--- config.mk ---
export PLATFORM = sky130hd
export DESIGN_NAME = edid_ddc_status_config
export DESIGN_NICKNAME = d
export VERILOG_FILES = /design/src/edid_ddc_pkg.sv /design/src/edid_ddc_status_config.sv
export VERILOG_INCLUDE_DIRS = /design/src
export SDC_FILE = /design/constraint.sdc
export NUM_CORES = 2
export LEC_CHECK = 0
export BUFFER_PORTS_ARGS = -buffer_cell sky130_fd_sc_hd__buf_2
export CAP_MARGIN = 20
export CORE_MARGIN = 2
export CORE_UTILIZATION = 56
export CTS_CLUSTER_DIAMETER = 30
export DETAILED_ROUTE_END_ITERATION = 16
export PLACE_DENSITY = 0.72
export SLEW_MARGIN = 20
export SYNTH_ARGS = -nofsm -noshare
export SYNTH_HDL_FRONTEND = slang
export SYNTH_SLANG_ARGS = --single-unit
--- constraint.sdc ---
create_clock -name i_clk -period 14.3 [get_ports i_clk]
set_clock_uncertainty 0.05 [all_clocks]
set_input_delay 0 -clock i_clk [delete_from_list [all_inputs] [get_ports i_clk]]
set_output_delay 0 -clock i_clk [all_outputs]
set_load 0.005 [all_outputs]
--- src/edid_ddc_params.svh ---
`ifndef EDID_DDC_PARAMS_SVH
`define EDID_DDC_PARAMS_SVH

// Register indices; byte address is four times the index
`define IDX_BRIDGE_STATUS 7'h50
`define IDX_SLAVE_ADDRESS 7'h51
`define IDX_BUS_TIMING 7'h52
`define IDX_OUTPUT_DELAY 7'h53
`define IDX_IRQ_STATUS 7'h58
`define IDX_IRQ_MASK 7'h59

// Reset values
`define RST_BRIDGE_STATUS 8'h03
`define RST_SLAVE_ADDRESS 8'hA0
`define RST_BUS_TIMING 8'h1E
`define RST_OUTPUT_DELAY 8'h00
`define RST_IRQ_MASK 8'h00

// Field positions
`define BIT_SUPPLY 7
`define BIT_RX_IRQ 6
`define BIT_INIT_DONE 4
`define BIT_REMOTE_LOADED 3
`define BIT_CONFIG_DONE 2
`define BIT_CONFIG_CKSUM 1
`define BIT_TABLE_CKSUM 0
`define BIT_WRITE_PROTECT 0

// Interrupt status layout
`define IRQB_CONFIG_DONE 0
`define IRQB_INIT_DONE 1
`define IRQB_REMOTE_LOADED 2
`define IRQB_RX_IRQ 3

// Timing
`define CLK_PERIOD_NS 20
`define HOLD_UNIT_NS 40
`define FILTER_UNIT_NS 5
`define OUT_DELAY_BASE_NS 240
`define OUT_DELAY_STEP_NS 40

`endif

--- src/edid_ddc_pkg.sv ---
package edid_ddc_pkg;
  typedef enum logic [2:0] {
    ST_IDLE = 3'b000,
    ST_ADDR = 3'b001,
    ST_ADDR_ACK = 3'b011,
    ST_RX = 3'b010,
    ST_RX_ACK = 3'b110,
    ST_TX = 3'b111,
    ST_TX_ACK = 3'b101
  } ddc_state_t;
endpackage

--- src/edid_ddc_status_config.sv ---
// How it works
// - Status bit 7 shows source supply present
// - Status bit 6 shows pending receiver interrupt
// - Status bit 2 shows configuration finished first
// - Status bit 4 only after configuration done
// - Status bit 3 shows remote table loaded
// - Status bit 1 shows last-128-byte checksum pass
// - Status bit 0 shows first-256-byte checksum pass
// - Answer at address field bits 7:1, default 0x50
// - Write protect bit 0 blocks channel writes
// - Data hold time in 40 ns steps
// - Hold time qualifies start and stop detection
// - Glitch filter rejects pulses, 5 ns steps
// - Data output delay 240 ns plus 40 ns steps
// - Strapped disable bit blocks all channel access
//
// The implementer's own choice: the Avalon-MM slave port.
`timescale 1ns/1ns
`include "edid_ddc_params.svh"
module edid_ddc_status_config
  import edid_ddc_pkg::*;
#(
  parameter int TABLE_DEPTH = 256
)
(
  input wire logic i_clk,
  input wire logic i_reset_n,
  input wire logic [8:0] i_address,
  input wire logic i_read,
  input wire logic i_write,
  input wire logic [31:0] i_writedata,
  output logic [31:0] o_readdata,
  output logic o_waitrequest,
  output logic o_irq,
  input wire logic i_source_supply_pin,
  input wire logic i_mode_strap,
  input wire logic i_receiver_irq,
  input wire logic i_config_done,
  input wire logic i_init_done,
  input wire logic i_remote_loaded,
  input wire logic i_config_checksum_ok,
  input wire logic i_table_checksum_ok,
  input wire logic i_load_valid,
  input wire logic [7:0] i_load_addr,
  input wire logic [7:0] i_load_data,
  input wire logic i_display_channel_clock,
  input wire logic i_display_channel_data,
  output logic o_display_channel_data,
  output logic o_display_channel_data_oe_n,
  output logic o_table_access_disable
);

  logic [7:0] bridge_status;
  logic [7:0] table_slave_address;
  logic [7:0] table_bus_timing_config;
  logic [7:0] table_output_delay_config;
  logic [3:0] irq_status;
  logic [3:0] irq_mask;
  logic served;
  logic strap_taken;
  logic [7:0] table_mem [TABLE_DEPTH];
  logic [1:0] line_s1;
  logic [1:0] line_s2;
  logic [1:0] line_filt;
  logic [7:0] line_cnt [2];
  logic [7:0] scl_high_cnt;
  logic [3:0] prev_events;
  ddc_state_t state;
  logic [3:0] bit_cnt;
  logic [7:0] shift;
  logic [7:0] tx_byte;
  logic [7:0] ptr;
  logic first_byte;
  logic rw;
  logic host_nack;
  logic pend_val;
  logic [4:0] dly_cnt;
  logic sda_drive_low;

  // Bus decode
  wire req = i_read | i_write;
  wire read_fire = i_read & served;
  wire write_fire = i_write & served;
  wire [6:0] idx = i_address[8:2];
  wire sel_status = (idx == `IDX_BRIDGE_STATUS);
  wire sel_addr = (idx == `IDX_SLAVE_ADDRESS);
  wire sel_timing = (idx == `IDX_BUS_TIMING);
  wire sel_delay = (idx == `IDX_OUTPUT_DELAY);
  wire sel_irq = (idx == `IDX_IRQ_STATUS);
  wire sel_mask = (idx == `IDX_IRQ_MASK);
  wire [7:0] read_mux = sel_status ? bridge_status :
    sel_addr ? table_slave_address :
    sel_timing ? table_bus_timing_config :
    sel_delay ? table_output_delay_config :
    sel_irq ? {4'h0, irq_status} :
    sel_mask ? {4'h0, irq_mask} : 8'h00;
  assign o_waitrequest = req & ~served;

  // Field decode and derived cycle counts
  wire table_write_protect = table_slave_address[`BIT_WRITE_PROTECT];
  wire [2:0] data_hold_qualifier = table_bus_timing_config[6:4];
  wire [3:0] glitch_filter_depth = table_bus_timing_config[3:0];
  wire [1:0] data_output_delay = table_output_delay_config[1:0];
  wire [7:0] hold_cycles = 8'({5'h00, data_hold_qualifier} * `HOLD_UNIT_NS / `CLK_PERIOD_NS);
  wire [7:0] filt_cycles = 8'({4'h0, glitch_filter_depth} * `FILTER_UNIT_NS / `CLK_PERIOD_NS + 1);
  wire [4:0] out_dly_cycles = 5'((`OUT_DELAY_BASE_NS + {3'h0, data_output_delay}
    * `OUT_DELAY_STEP_NS) / `CLK_PERIOD_NS);

  always_ff @(posedge i_clk or negedge i_reset_n)
  begin
    if (!i_reset_n)
    begin
      served <= 1'b0;
      o_readdata <= 32'h0000_0000;
    end
    else
    begin
      served <= req & ~served;
      if (req & ~served)
        o_readdata <= {24'h00_0000, read_mux};
    end
  end

  // Source supply pin through two flops
  logic supply_s1;
  logic supply_s2;
  always_ff @(posedge i_clk or negedge i_reset_n)
  begin
    if (!i_reset_n)
    begin
      supply_s1 <= 1'b0;
      supply_s2 <= 1'b0;
    end
    else
    begin
      supply_s1 <= i_source_supply_pin;
      supply_s2 <= supply_s1;
    end
  end

  always_ff @(posedge i_clk or negedge i_reset_n)
  begin
    if (!i_reset_n)
      bridge_status <= `RST_BRIDGE_STATUS;
    else
    begin
      bridge_status[`BIT_SUPPLY] <= supply_s2;
      bridge_status[`BIT_RX_IRQ] <= i_receiver_irq;
      // Reserved bit always reads zero
      bridge_status[5] <= 1'b0;
      // init done gated by config done
      bridge_status[`BIT_INIT_DONE] <= i_init_done & i_config_done;
      bridge_status[`BIT_REMOTE_LOADED] <= i_remote_loaded;
      bridge_status[`BIT_CONFIG_DONE] <= i_config_done;
      bridge_status[`BIT_CONFIG_CKSUM] <= i_config_checksum_ok;
      bridge_status[`BIT_TABLE_CKSUM] <= i_table_checksum_ok;
    end
  end

  // Writable configuration; status ignores writes
  always_ff @(posedge i_clk or negedge i_reset_n)
  begin
    if (!i_reset_n)
    begin
      table_slave_address <= `RST_SLAVE_ADDRESS;
      table_bus_timing_config <= `RST_BUS_TIMING;
      table_output_delay_config <= `RST_OUTPUT_DELAY;
      irq_mask <= 4'(`RST_IRQ_MASK);
    end
    else if (write_fire)
    begin
      if (sel_addr)
        table_slave_address <= i_writedata[7:0];
      if (sel_timing)
        table_bus_timing_config <= {1'b0, i_writedata[6:0]};
      if (sel_delay)
        table_output_delay_config <= {6'h00, i_writedata[1:0]};
      if (sel_mask)
        irq_mask <= i_writedata[3:0];
    end
  end

  // strap caught once, after two sync flops
  // Strap is static, but it still enters from a pin, so it is synchronised first
  logic [1:0] strap_sync;
  logic [1:0] strap_age;
  always_ff @(posedge i_clk or negedge i_reset_n)
  begin
    if (!i_reset_n)
    begin
      strap_sync <= 2'h0;
      strap_age <= 2'h0;
      strap_taken <= 1'b0;
      o_table_access_disable <= 1'b0;
    end
    else
    begin
      strap_sync <= {strap_sync[0], i_mode_strap};
      strap_age <= {strap_age[0], 1'b1};
      if (strap_age[1] & ~strap_taken)
      begin
        strap_taken <= 1'b1;
        o_table_access_disable <= strap_sync[1];
      end
    end
  end

  // Interrupt events on rising edges; set wins over read clear
  wire [3:0] cur_events = {i_receiver_irq, i_remote_loaded, i_init_done & i_config_done,
    i_config_done};
  wire [3:0] new_events = cur_events & ~prev_events;
  wire irq_clear = read_fire & sel_irq;
  always_ff @(posedge i_clk or negedge i_reset_n)
  begin
    if (!i_reset_n)
    begin
      prev_events <= 4'h0;
      irq_status <= 4'h0;
    end
    else
    begin
      prev_events <= cur_events;
      irq_status <= (irq_clear ? 4'h0 : irq_status) | new_events;
    end
  end
  assign o_irq = |(irq_status & irq_mask);

  // Channel lines: two-flop sync then glitch filter
  wire [1:0] line_raw = {i_display_channel_data, i_display_channel_clock};
  genvar g;
  generate
    for (g = 0; g < 2; g++)
    begin : g_line
      always_ff @(posedge i_clk or negedge i_reset_n)
      begin
        if (!i_reset_n)
        begin
          line_s1[g] <= 1'b1;
          line_s2[g] <= 1'b1;
          line_filt[g] <= 1'b1;
          line_cnt[g] <= 8'h00;
        end
        else
        begin
          line_s1[g] <= line_raw[g];
          line_s2[g] <= line_s1[g];
          if (line_s2[g] == line_filt[g])
            line_cnt[g] <= 8'h00;
          else if (line_cnt[g] == filt_cycles)
          begin
            line_filt[g] <= line_s2[g];
            line_cnt[g] <= 8'h00;
          end
          else
            line_cnt[g] <= line_cnt[g] + 8'h01;
        end
      end
    end
  endgenerate

  logic scl_q;
  logic sda_q;
  always_ff @(posedge i_clk or negedge i_reset_n)
  begin
    if (!i_reset_n)
    begin
      scl_q <= 1'b1;
      sda_q <= 1'b1;
      scl_high_cnt <= 8'h00;
    end
    else
    begin
      scl_q <= line_filt[0];
      sda_q <= line_filt[1];
      if (!line_filt[0])
        scl_high_cnt <= 8'h00;
      else if (scl_high_cnt != 8'hFF)
        scl_high_cnt <= scl_high_cnt + 8'h01;
    end
  end

  wire scl_rise = line_filt[0] & ~scl_q;
  wire scl_fall = ~line_filt[0] & scl_q;
  wire hold_met = (scl_high_cnt >= hold_cycles);
  wire start_det = line_filt[0] & scl_q & sda_q & ~line_filt[1] & hold_met;
  wire stop_det = line_filt[0] & scl_q & ~sda_q & line_filt[1] & hold_met;
  wire addr_hit = (shift[7:1] == table_slave_address[7:1]);
  wire addr_ok = addr_hit & ~o_table_access_disable;
  wire byte_done = (bit_cnt == 4'd8);
  wire ddc_we = scl_fall & (state == ST_RX) & byte_done & ~first_byte & ~table_write_protect;
  wire [7:0] ptr_next = ptr + 8'h01;
  logic arm;
  logic arm_val;

  always_ff @(posedge i_clk or negedge i_reset_n)
  begin
    if (!i_reset_n)
    begin
      state <= ST_IDLE;
      bit_cnt <= 4'h0;
      shift <= 8'h00;
      tx_byte <= 8'h00;
      ptr <= 8'h00;
      first_byte <= 1'b0;
      rw <= 1'b0;
      host_nack <= 1'b0;
    end
    else if (start_det)
    begin
      state <= ST_ADDR;
      bit_cnt <= 4'h0;
    end
    else if (stop_det)
      state <= ST_IDLE;
    else if (scl_rise)
    begin
      shift <= {shift[6:0], line_filt[1]};
      bit_cnt <= bit_cnt + 4'h1;
      if (state == ST_TX_ACK)
        host_nack <= line_filt[1];
    end
    else if (scl_fall)
    begin
      case (state)
        ST_ADDR:
          if (byte_done)
          begin
            state <= addr_ok ? ST_ADDR_ACK : ST_IDLE;
            rw <= shift[0];
          end
        ST_ADDR_ACK:
        begin
          state <= rw ? ST_TX : ST_RX;
          first_byte <= 1'b1;
          tx_byte <= table_mem[ptr];
          bit_cnt <= 4'h0;
        end
        ST_RX:
          if (byte_done)
          begin
            state <= ST_RX_ACK;
            first_byte <= 1'b0;
            ptr <= first_byte ? shift : ptr_next;
          end
        ST_RX_ACK:
        begin
          state <= ST_RX;
          bit_cnt <= 4'h0;
        end
        ST_TX:
          if (byte_done)
            state <= ST_TX_ACK;
        ST_TX_ACK:
          if (host_nack)
            state <= ST_IDLE;
          else
          begin
            state <= ST_TX;
            ptr <= ptr_next;
            tx_byte <= table_mem[ptr_next];
            bit_cnt <= 4'h0;
          end
        default:
          state <= ST_IDLE;
      endcase
    end
  end

  // Whether to pull the data line low after this falling edge
  always_comb
  begin
    arm = scl_fall;
    arm_val = 1'b0;
    case (state)
      ST_ADDR: arm_val = byte_done & addr_ok;
      ST_ADDR_ACK: arm_val = rw & ~table_mem[ptr][7];
      ST_RX: arm_val = byte_done;
      ST_TX: arm_val = ~byte_done & ~tx_byte[3'(7 - bit_cnt[2:0])];
      ST_TX_ACK: arm_val = ~host_nack & ~table_mem[ptr_next][7];
      default: arm_val = 1'b0;
    endcase
  end

  // delayed data output after clock fall
  wire apply = (dly_cnt == 5'd1);
  always_ff @(posedge i_clk or negedge i_reset_n)
  begin
    if (!i_reset_n)
    begin
      dly_cnt <= 5'd0;
      pend_val <= 1'b0;
      sda_drive_low <= 1'b0;
    end
    else if (start_det | stop_det)
    begin
      dly_cnt <= 5'd0;
      sda_drive_low <= 1'b0;
    end
    else if (arm)
    begin
      dly_cnt <= out_dly_cycles;
      pend_val <= arm_val;
    end
    else if (dly_cnt != 5'd0)
    begin
      dly_cnt <= dly_cnt - 5'd1;
      if (apply)
        sda_drive_low <= pend_val;
    end
  end
  // Open drain: only ever pulls low
  assign o_display_channel_data = 1'b0;
  assign o_display_channel_data_oe_n = ~sda_drive_low;

  // Remote load wins a same-cycle collision with a channel write
  always_ff @(posedge i_clk)
  begin
    if (i_load_valid)
      table_mem[i_load_addr] <= i_load_data;
    else if (ddc_we)
      table_mem[ptr] <= shift;
  end

  property p_supply;
    @(posedge i_clk) disable iff (!i_reset_n)
    bridge_status[`BIT_SUPPLY] == $past(supply_s2);
  endproperty
  a_supply: assert property (p_supply) else $error("supply bit wrong");
  property p_rx_irq;
    @(posedge i_clk) disable iff (!i_reset_n)
    $rose(i_receiver_irq) |=> bridge_status[`BIT_RX_IRQ] ##1 irq_status[`IRQB_RX_IRQ];
  endproperty
  a_rx_irq: assert property (p_rx_irq) else $error("receiver irq not shown");
  property p_init_order;
    @(posedge i_clk) disable iff (!i_reset_n)
    bridge_status[`BIT_INIT_DONE] |-> bridge_status[`BIT_CONFIG_DONE];
  endproperty
  a_init_order: assert property (p_init_order) else $error("init before config");
  property p_addr_match;
    @(posedge i_clk) disable iff (!i_reset_n)
    scl_fall && state == ST_ADDR && byte_done && !addr_hit |=> state == ST_IDLE;
  endproperty
  a_addr_match: assert property (p_addr_match) else $error("foreign address taken");
  property p_protect;
    @(posedge i_clk) disable iff (!i_reset_n)
    scl_fall && state == ST_RX && byte_done && !first_byte && table_write_protect &&
      !i_load_valid |=> table_mem[$past(ptr)] == $past(table_mem[ptr]);
  endproperty
  a_protect: assert property (p_protect) else $error("write while protected");
  property p_disable;
    @(posedge i_clk) disable iff (!i_reset_n)
    o_table_access_disable && state == ST_ADDR |=> state != ST_ADDR_ACK;
  endproperty
  a_disable: assert property (p_disable) else $error("access while disabled");
  property p_out_delay;
    @(posedge i_clk) disable iff (!i_reset_n)
    arm && data_output_delay == 2'b00 && !start_det && !stop_det |->
      ##12 (apply && sda_drive_low == $past(sda_drive_low)) ##1 sda_drive_low == pend_val;
  endproperty
  a_out_delay: assert property (p_out_delay) else $error("output delay wrong");
  property p_filter;
    @(posedge i_clk) disable iff (!i_reset_n)
    $changed(line_filt[0]) |-> $past(line_cnt[0]) == $past(filt_cycles);
  endproperty
  a_filter: assert property (p_filter) else $error("glitch passed filter");
  property p_start_hold;
    @(posedge i_clk) disable iff (!i_reset_n)
    start_det |-> scl_high_cnt >= hold_cycles ##1 state == ST_ADDR;
  endproperty
  a_start_hold: assert property (p_start_hold) else $error("start not qualified");
  property p_status_ro;
    @(posedge i_clk) disable iff (!i_reset_n)
    write_fire && sel_status |=> bridge_status[5] == 1'b0;
  endproperty
  a_status_ro: assert property (p_status_ro) else $error("status took a write");

  c_ddc_write: cover property (@(posedge i_clk) ddc_we);
  c_ddc_read: cover property (@(posedge i_clk) state == ST_TX_ACK && scl_fall);
  c_irq: cover property (@(posedge i_clk) o_irq);

endmodule // edid_ddc_status_config

Word-level counts from Yosys, hierarchy flattened
Memory sizes are Yosys's and may differ from the RTL's.
Index checks and enable logic that the tools add are counted.
{"block": "op_classes", "bitwise": 51, "div": 3, "n_mul": 3, "magnitude_cmp": 2, "muxes": 56, "n_addsub": 9, "reduce_logical": 29, "n_shift": 0, "n_eq_ne": 30}
{"operator": "8-bit two-way mux", "n": 14}
{"operator": "7-bit == test, second input constant", "n": 6}
{"operator": "8-bit by 1-bit adder with 8-bit output, second input constant", "n": 5}
{"operator": "4-bit two-way mux", "n": 9}
{"operator": "32-bit by 5-bit divider with 32-bit output, second input constant", "n": 1}
{"operator": "7-bit by 5-bit divider with 32-bit output, second input constant", "n": 1}
{"operator": "9-bit by 5-bit divider with 32-bit output, second input constant", "n": 1}
{"operator": "8-bit case mux with 2 select lines", "n": 2}
{"operator": "3-bit two-way mux", "n": 9}
{"operator": "1-bit bitwise AND", "n": 24}
{"operator": "1-bit inverter", "n": 21}
{"operator": "3-bit case mux with 6 select lines", "n": 1}
{"operator": "6-bit AND reduction", "n": 3}
{"operator": "8-bit == test", "n": 2}
{"operator": "4-bit != test, second input constant", "n": 4}
{"operator": "5-bit two-way mux", "n": 3}
{"operator": "2-bit AND reduction", "n": 7}
{"operator": "1-bit two-way mux", "n": 12}
{"operator": "2-bit nonzero test", "n": 5}
{"operator": "8-bit by 8-bit adder with 9-bit output, first input constant", "n": 1}
{"operator": "3-bit == test, second input constant", "n": 3}
{"operator": "3-bit nonzero test", "n": 3}
{"operator": "4-bit bitwise AND", "n": 2}
{"operator": "8-bit >= comparator", "n": 1}
{"operator": "other kinds (35)", "n": 43}
{"block": "word_totals", "memories": 1, "rom_bits": 0, "elab_cells": 221, "output_inout_bits": 37, "latchBits": 0, "mem_bits_rw": 2048, "inputBits": 72, "regBits": 126}
{"name": "table_mem", "words": 256, "word_bits": 8, "rd": 2, "rd_clocked_by_memory_dff": 0, "write_ports": 1, "line_no": "edid_ddc_status_config.sv:61", "rtl": "logic [7:0] table_mem [TABLE_DEPTH];"}

Depth between registers and ports, before layout
{"block": "depth", "ltp_word": 11, "mapped_depth": 24, "mapped_depth_nobuf": 24}

Worst setup path before layout
No wires, ideal clock.
{"block": "synth_path", "kind": "register to register", "start": "register table_bus_timing_config[4]", "end": "register dly_cnt[1]", "synth_period_minus_slack_ns": 4.771, "setup_time_ns": 0.142, "required_time_ns": 14.108, "path_stages_with_launch": 21, "arrival_time_ns": 4.579, "setup_slack_ns": 9.529, "path_buffers": 1, "path_cell_list": "dfstp_2 ha_1 xnor2_1 clkbuf_1 nand2_1 ha_1 o21ai_0 a21oi_1 or3_1 a2111oi_0 o211a_1 o311ai_0 ha_1 nand2b_1 a21o_1 a21o_1 a21oi_1 o21ai_0 nand2_1 nor2_1 o22ai_1"}
{"block": "synth_via", "elab_chain_cells": 6, "elab_cells_between_ends": 8, "cone_classes": "mul (1); div (1); order compare (1); mux (1); bitwise (3); reduce/logical (1)"}
{"element": "from (decl)", "line_no": "edid_ddc_status_config.sv:55", "rtl": "logic [7:0] table_bus_timing_config;"}
{"element": "from (signal assigned)", "line_no": "edid_ddc_status_config.sv:166", "rtl": "table_bus_timing_config <= `RST_BUS_TIMING;"}
{"element": "from (signal assigned)", "line_no": "edid_ddc_status_config.sv:175", "rtl": "table_bus_timing_config <= {1'b0, i_writedata[6:0]};"}
{"element": "3-bit by 3-bit multiplier with 6-bit output (no line) *"}
{"element": "9-bit by 5-bit divider with 32-bit output (no line) *"}
{"element": "8-bit >= comparator *", "line_no": "edid_ddc_status_config.sv:284", "rtl": "wire hold_met = (scl_high_cnt >= hold_cycles);"}
{"element": "1-bit bitwise AND (on tied branches)", "line_no": "edid_ddc_status_config.sv:285, edid_ddc_status_config.sv:286"}
{"element": "1-bit bitwise OR *", "line_no": "edid_ddc_status_config.sv:394", "rtl": "else if (start_det | stop_det)"}
{"element": "3-bit nonzero test (no line) or 5-bit two-way mux (tied branches)"}
{"element": "to (signal assigned)", "line_no": "edid_ddc_status_config.sv:401", "rtl": "dly_cnt <= out_dly_cycles;"}
{"element": "to (signal assigned)", "line_no": "edid_ddc_status_config.sv:406", "rtl": "dly_cnt <= dly_cnt - 5'd1;"}
{"element": "to (decl)", "line_no": "edid_ddc_status_config.sv:77", "rtl": "logic [4:0] dly_cnt;"}
Every way passes the cells marked *; elsewhere a longest branch is shown, timed or not.
A chain may end at the register's enable or synchronous reset.

Worst setup path after layout
{"block": "layout_path", "start": "register ptr[1]", "end": "register tx_byte[7]"}
{"block": "layout_via", "elab_chain_cells": 4}
{"element": "from (decl)", "line_no": "edid_ddc_status_config.sv:72", "rtl": "logic [7:0] ptr;"}
{"element": "from (signal assigned)", "line_no": "edid_ddc_status_config.sv:343", "rtl": "ptr <= first_byte ? shift : ptr_next;"}
{"element": "from (signal assigned)", "line_no": "edid_ddc_status_config.sv:359", "rtl": "ptr <= ptr_next;"}
{"element": "8-bit by 1-bit adder with 8-bit output", "line_no": "edid_ddc_status_config.sv:291", "rtl": "wire [7:0] ptr_next = ptr + 8'h01;"}
{"element": "memory read 256 x 8 bit *"}
{"element": "8-bit two-way mux", "line_no": "edid_ddc_status_config.sv:354", "rtl": "if (host_nack)"}
{"element": "8-bit case mux with 2 select lines *", "line_no": "edid_ddc_status_config.sv:324", "rtl": "case (state)"}
{"element": "to (signal assigned)", "line_no": "edid_ddc_status_config.sv:335", "rtl": "tx_byte <= table_mem[ptr];"}
{"element": "to (signal assigned)", "line_no": "edid_ddc_status_config.sv:360", "rtl": "tx_byte <= table_mem[ptr_next];"}
{"element": "to (decl)", "line_no": "edid_ddc_status_config.sv:71", "rtl": "logic [7:0] tx_byte;"}
Every way passes the cells marked *; elsewhere a longest branch is shown, timed or not. The select of a mux whose other input is x is not followed.

==> metrics.cfg <==
[timing]
period_needed_ns = 7.35
slew_headroom = 0.131
worstMarginPinSlew_ns = 1.29
setup-violations-final = 0
hold_ws_ns = 0.0447
fmax_mhz = 136
setup-tns-final_ns = 0
slew_viol_final = 0
fin_crit_sh = 0.514
fin_ws_ns = 6.95
rsz0062_at_grt = false
finalHoldViolCount = 0

[floorplan]
die_h_um = 433
die_area_um2 = 188000
die_x_um = 433
coreArea_um2 = 183000
ios = 109
start_util = 0.563
rows = 157

[drt]
wl_per_cell_um = 35.5
drt_iter0_drc = 9908
first_pass_iters = 7
vias_per_cell = 7.24
detail-route-antenna-nets = 0
route.detailed.drc = 0
wl_mm = 311
dr_total_vias = 63400

[clock_network]
postCtsSetupBuffers = 0
cts.sinks = 2170
cts_tree = done
path_clk_slew_ns = 0.05
h-tree-depth = 5
cts_made_buffers = 431
insertion_delay_ns = 0.96
cts_root_buffer = clkbuf_16
clockBufferDepth = 4

[setup_path]
crit_type = reg2reg
endpoint_kind = register
crit_family = buffers and inverters
path_cells = buf_4 > buf_4 > buf_12 > buf_12 > mux4_2 > a22oi_1 > a21oi_1 > nor4_1 > o22ai_1 > a211oi_1 > o31ai_1 > a21o_1
reg2reg_slack_ns = 6.95
rr_startpoint = ptr[1]
r2r_end = tx_byte[7]
critPathLaunchType = register
crit_end = tx_byte[7]
crit_arrival_ns = 8.14
crit_path_start = ptr[1]
cp_slowest_cell = dfrtp_4
worst-path-stages = 12
crit_buf_inv = 4
cp_max_fo = 96
rr_worst_depth = 12
required_ns = 15.09
slowest_delay_ns = 0.99

[synth]
ys_warn_count = 0
muxShareOfSynthArea = 0.255
synth_top_family_by_area = multiplexers
syn-instance-count = 5681
ys_seq_elements = 2170
synth-edff-count = 2048
async_flop_share = 0.0562
yosysSeqAreaShare = 0.626
synth_fa_ha_area_frac = 0.00500
syn_area_per_cell_um2 = 18.2
post_synth_and_or_nand_nor_area_fraction = 0.0418
ys_types = 82
synth_compound_area_frac = 0.0450
ys_top_cells_by_area = edfxtp_1 (60%), mux4_2 (24%), dfrtp_1 (2.6%)
netlist_area_um2 = 103000
synth_area_leader_cell = edfxtp_1
ys.flop_type = edfxtp_1
synth_xor_area_frac = 0.00439
synth.top_cell.area_share = 0.596

[final_layout]
area_growth_pct = 17.6
regArea_um2 = 64600
final_util = 0.662
drive_gt1_frac = 0.328
nets = 6050
multiInputGateArea_um2 = 36600
fillerInstances = 11700

[global_route]
grt_pass1_vias = 62600
grt_start_max_net_pins = 170
grt_pass1_wl_mm = 446
grt-ovfl-total = 0
antenna_found_initial = 18
track_usage = 0.334

[job]
drv_cap = 0

[power_and_ir_drop]
fin_total_pwr_mw = 22.1
powerDensity_nw_per_um2 = 182
ir_drop_mv = 0.149
leakagePower_nw = 38.3

[hold_path]
hp-class = in2reg
min-delay-start = i_load_data[7]

[outcome]
status = finished clean

[placement]
pre_cts_ws_ns = 7.14
port_buffers = 57
dpl.hpwl_mm = 191
gp_congestion = 0.977

## stage by stage
step	instance area [um^2]	cells
6_report	121000	8760
5_1_grt	121000	8757
4_1_cts	121000	8746
3_5_place_dp	106000	7891
3_3_place_gp	106000	7891
2_1_floorplan	103000	5707
## logic make-up after synthesis
family / Yosys count
multiplexers: 1266
adder cells (fa/ha/maj): 41
AO/OA/AOI/OAI: 682
flip-flops: 2170
other: 2
XOR/XNOR: 50
buffers and inverters: 497
AND/OR/NAND/NOR: 973
## cell usage after synthesis (all sizes together), types with 8 or more instances
cell     number
edfxtp     2048
nand2       305
o31ai        19
dfstp        16
nand2b       21
mux2i       133
nor4         34
o2111ai      18
a22oi       227
o22ai        25
and2          9
a2111oi      16
nor2b        29
a21oi       147
mux2         48
xor2         24
dfrtp       106
o211ai       11
o221a         8
xnor2        26
nand3b        8
nand3       100
ha           38
nand4        14
inv          42
nor3b         9
o21ai        96
and3          9
nor4b         8
a31oi        20
buf         252
mux4       1085
nor3         22
nor2        373
clkbuf      202
or3          11
a221oi       30
a32oi         8
or2           9
## final cells by class
class,instances,share of cell area
timing repair buffer,253,0.0184
inverter,43,0.00133
clock buffer,489,0.0923
tap,2464,0.0254
antenna,7,0.000144
sequential,2170,0.533
multi-input combinational,3040,0.302
clock inverter,294,0.0276
## cell usage in the layout (no fill, tap or decap), drive strengths merged, types with 38 or more instances in the layout
cell	instances
a21oi	147
a22oi	227
buf	181
bufinv	64
clkbuf	489
clkinv	156
clkinvlp	54
dfrtp	106
dlygate4sd3	72
edfxtp	2048
ha	38
inv	63
mux2	48
mux2i	133
mux4	1085
nand2	305
nand3	100
nor2	373
o21ai	96
## per-layer routing
layer  vias to the layer above  routed length (um)  global-route usage
li1                      24600                   -                   -
met1                     32900              109000               0.447
met2                      5069              142000               0.498
met3                       841               43300               0.116
met4                        18               16700               0.155
met5                         -                 135                   0
## power breakdown
part           internal (mW)  switching [mW]
Combinational           2.17            2.65
Sequential              7.06           0.122
Clock                   6.74            3.34
Total                   16.0            6.11
## how the worst min path moves through the flow
stage	cells past startpoint	to	slack [ns]
5_1_grt	2	table_mem[244][7]	0.06
6_report	2	table_mem[244][7]	0.04
2_1_floorplan	0	bit_cnt[0]	-0.35
3_3_place_gp	1	prev_events[1]	0.02
3_5_place_dp	1	prev_events[1]	0.03
4_1_cts	4	table_mem[41][1]	0.01
## state kept, by name (all words and copies together) (netlist names), 4 cells and up
signal                   cells
bit_cnt                      4
table_slave_address          8
scl_high_cnt                 8
ptr                          8
table_mem                 2048
table_bus_timing_config      7
dly_cnt                      5
line_cnt                    16
shift                        8
irq_mask                     4
irq_status                   4
bridge_status                4
tx_byte                      8
o_readdata                   8
## timing repair
action / in CTS / in global routing
endpoints found under the hold margin: 619 / 79
gates resized for setup: 0 / 0
hold buffers: 72 / 1
Power figures use the tool's default switching activity.
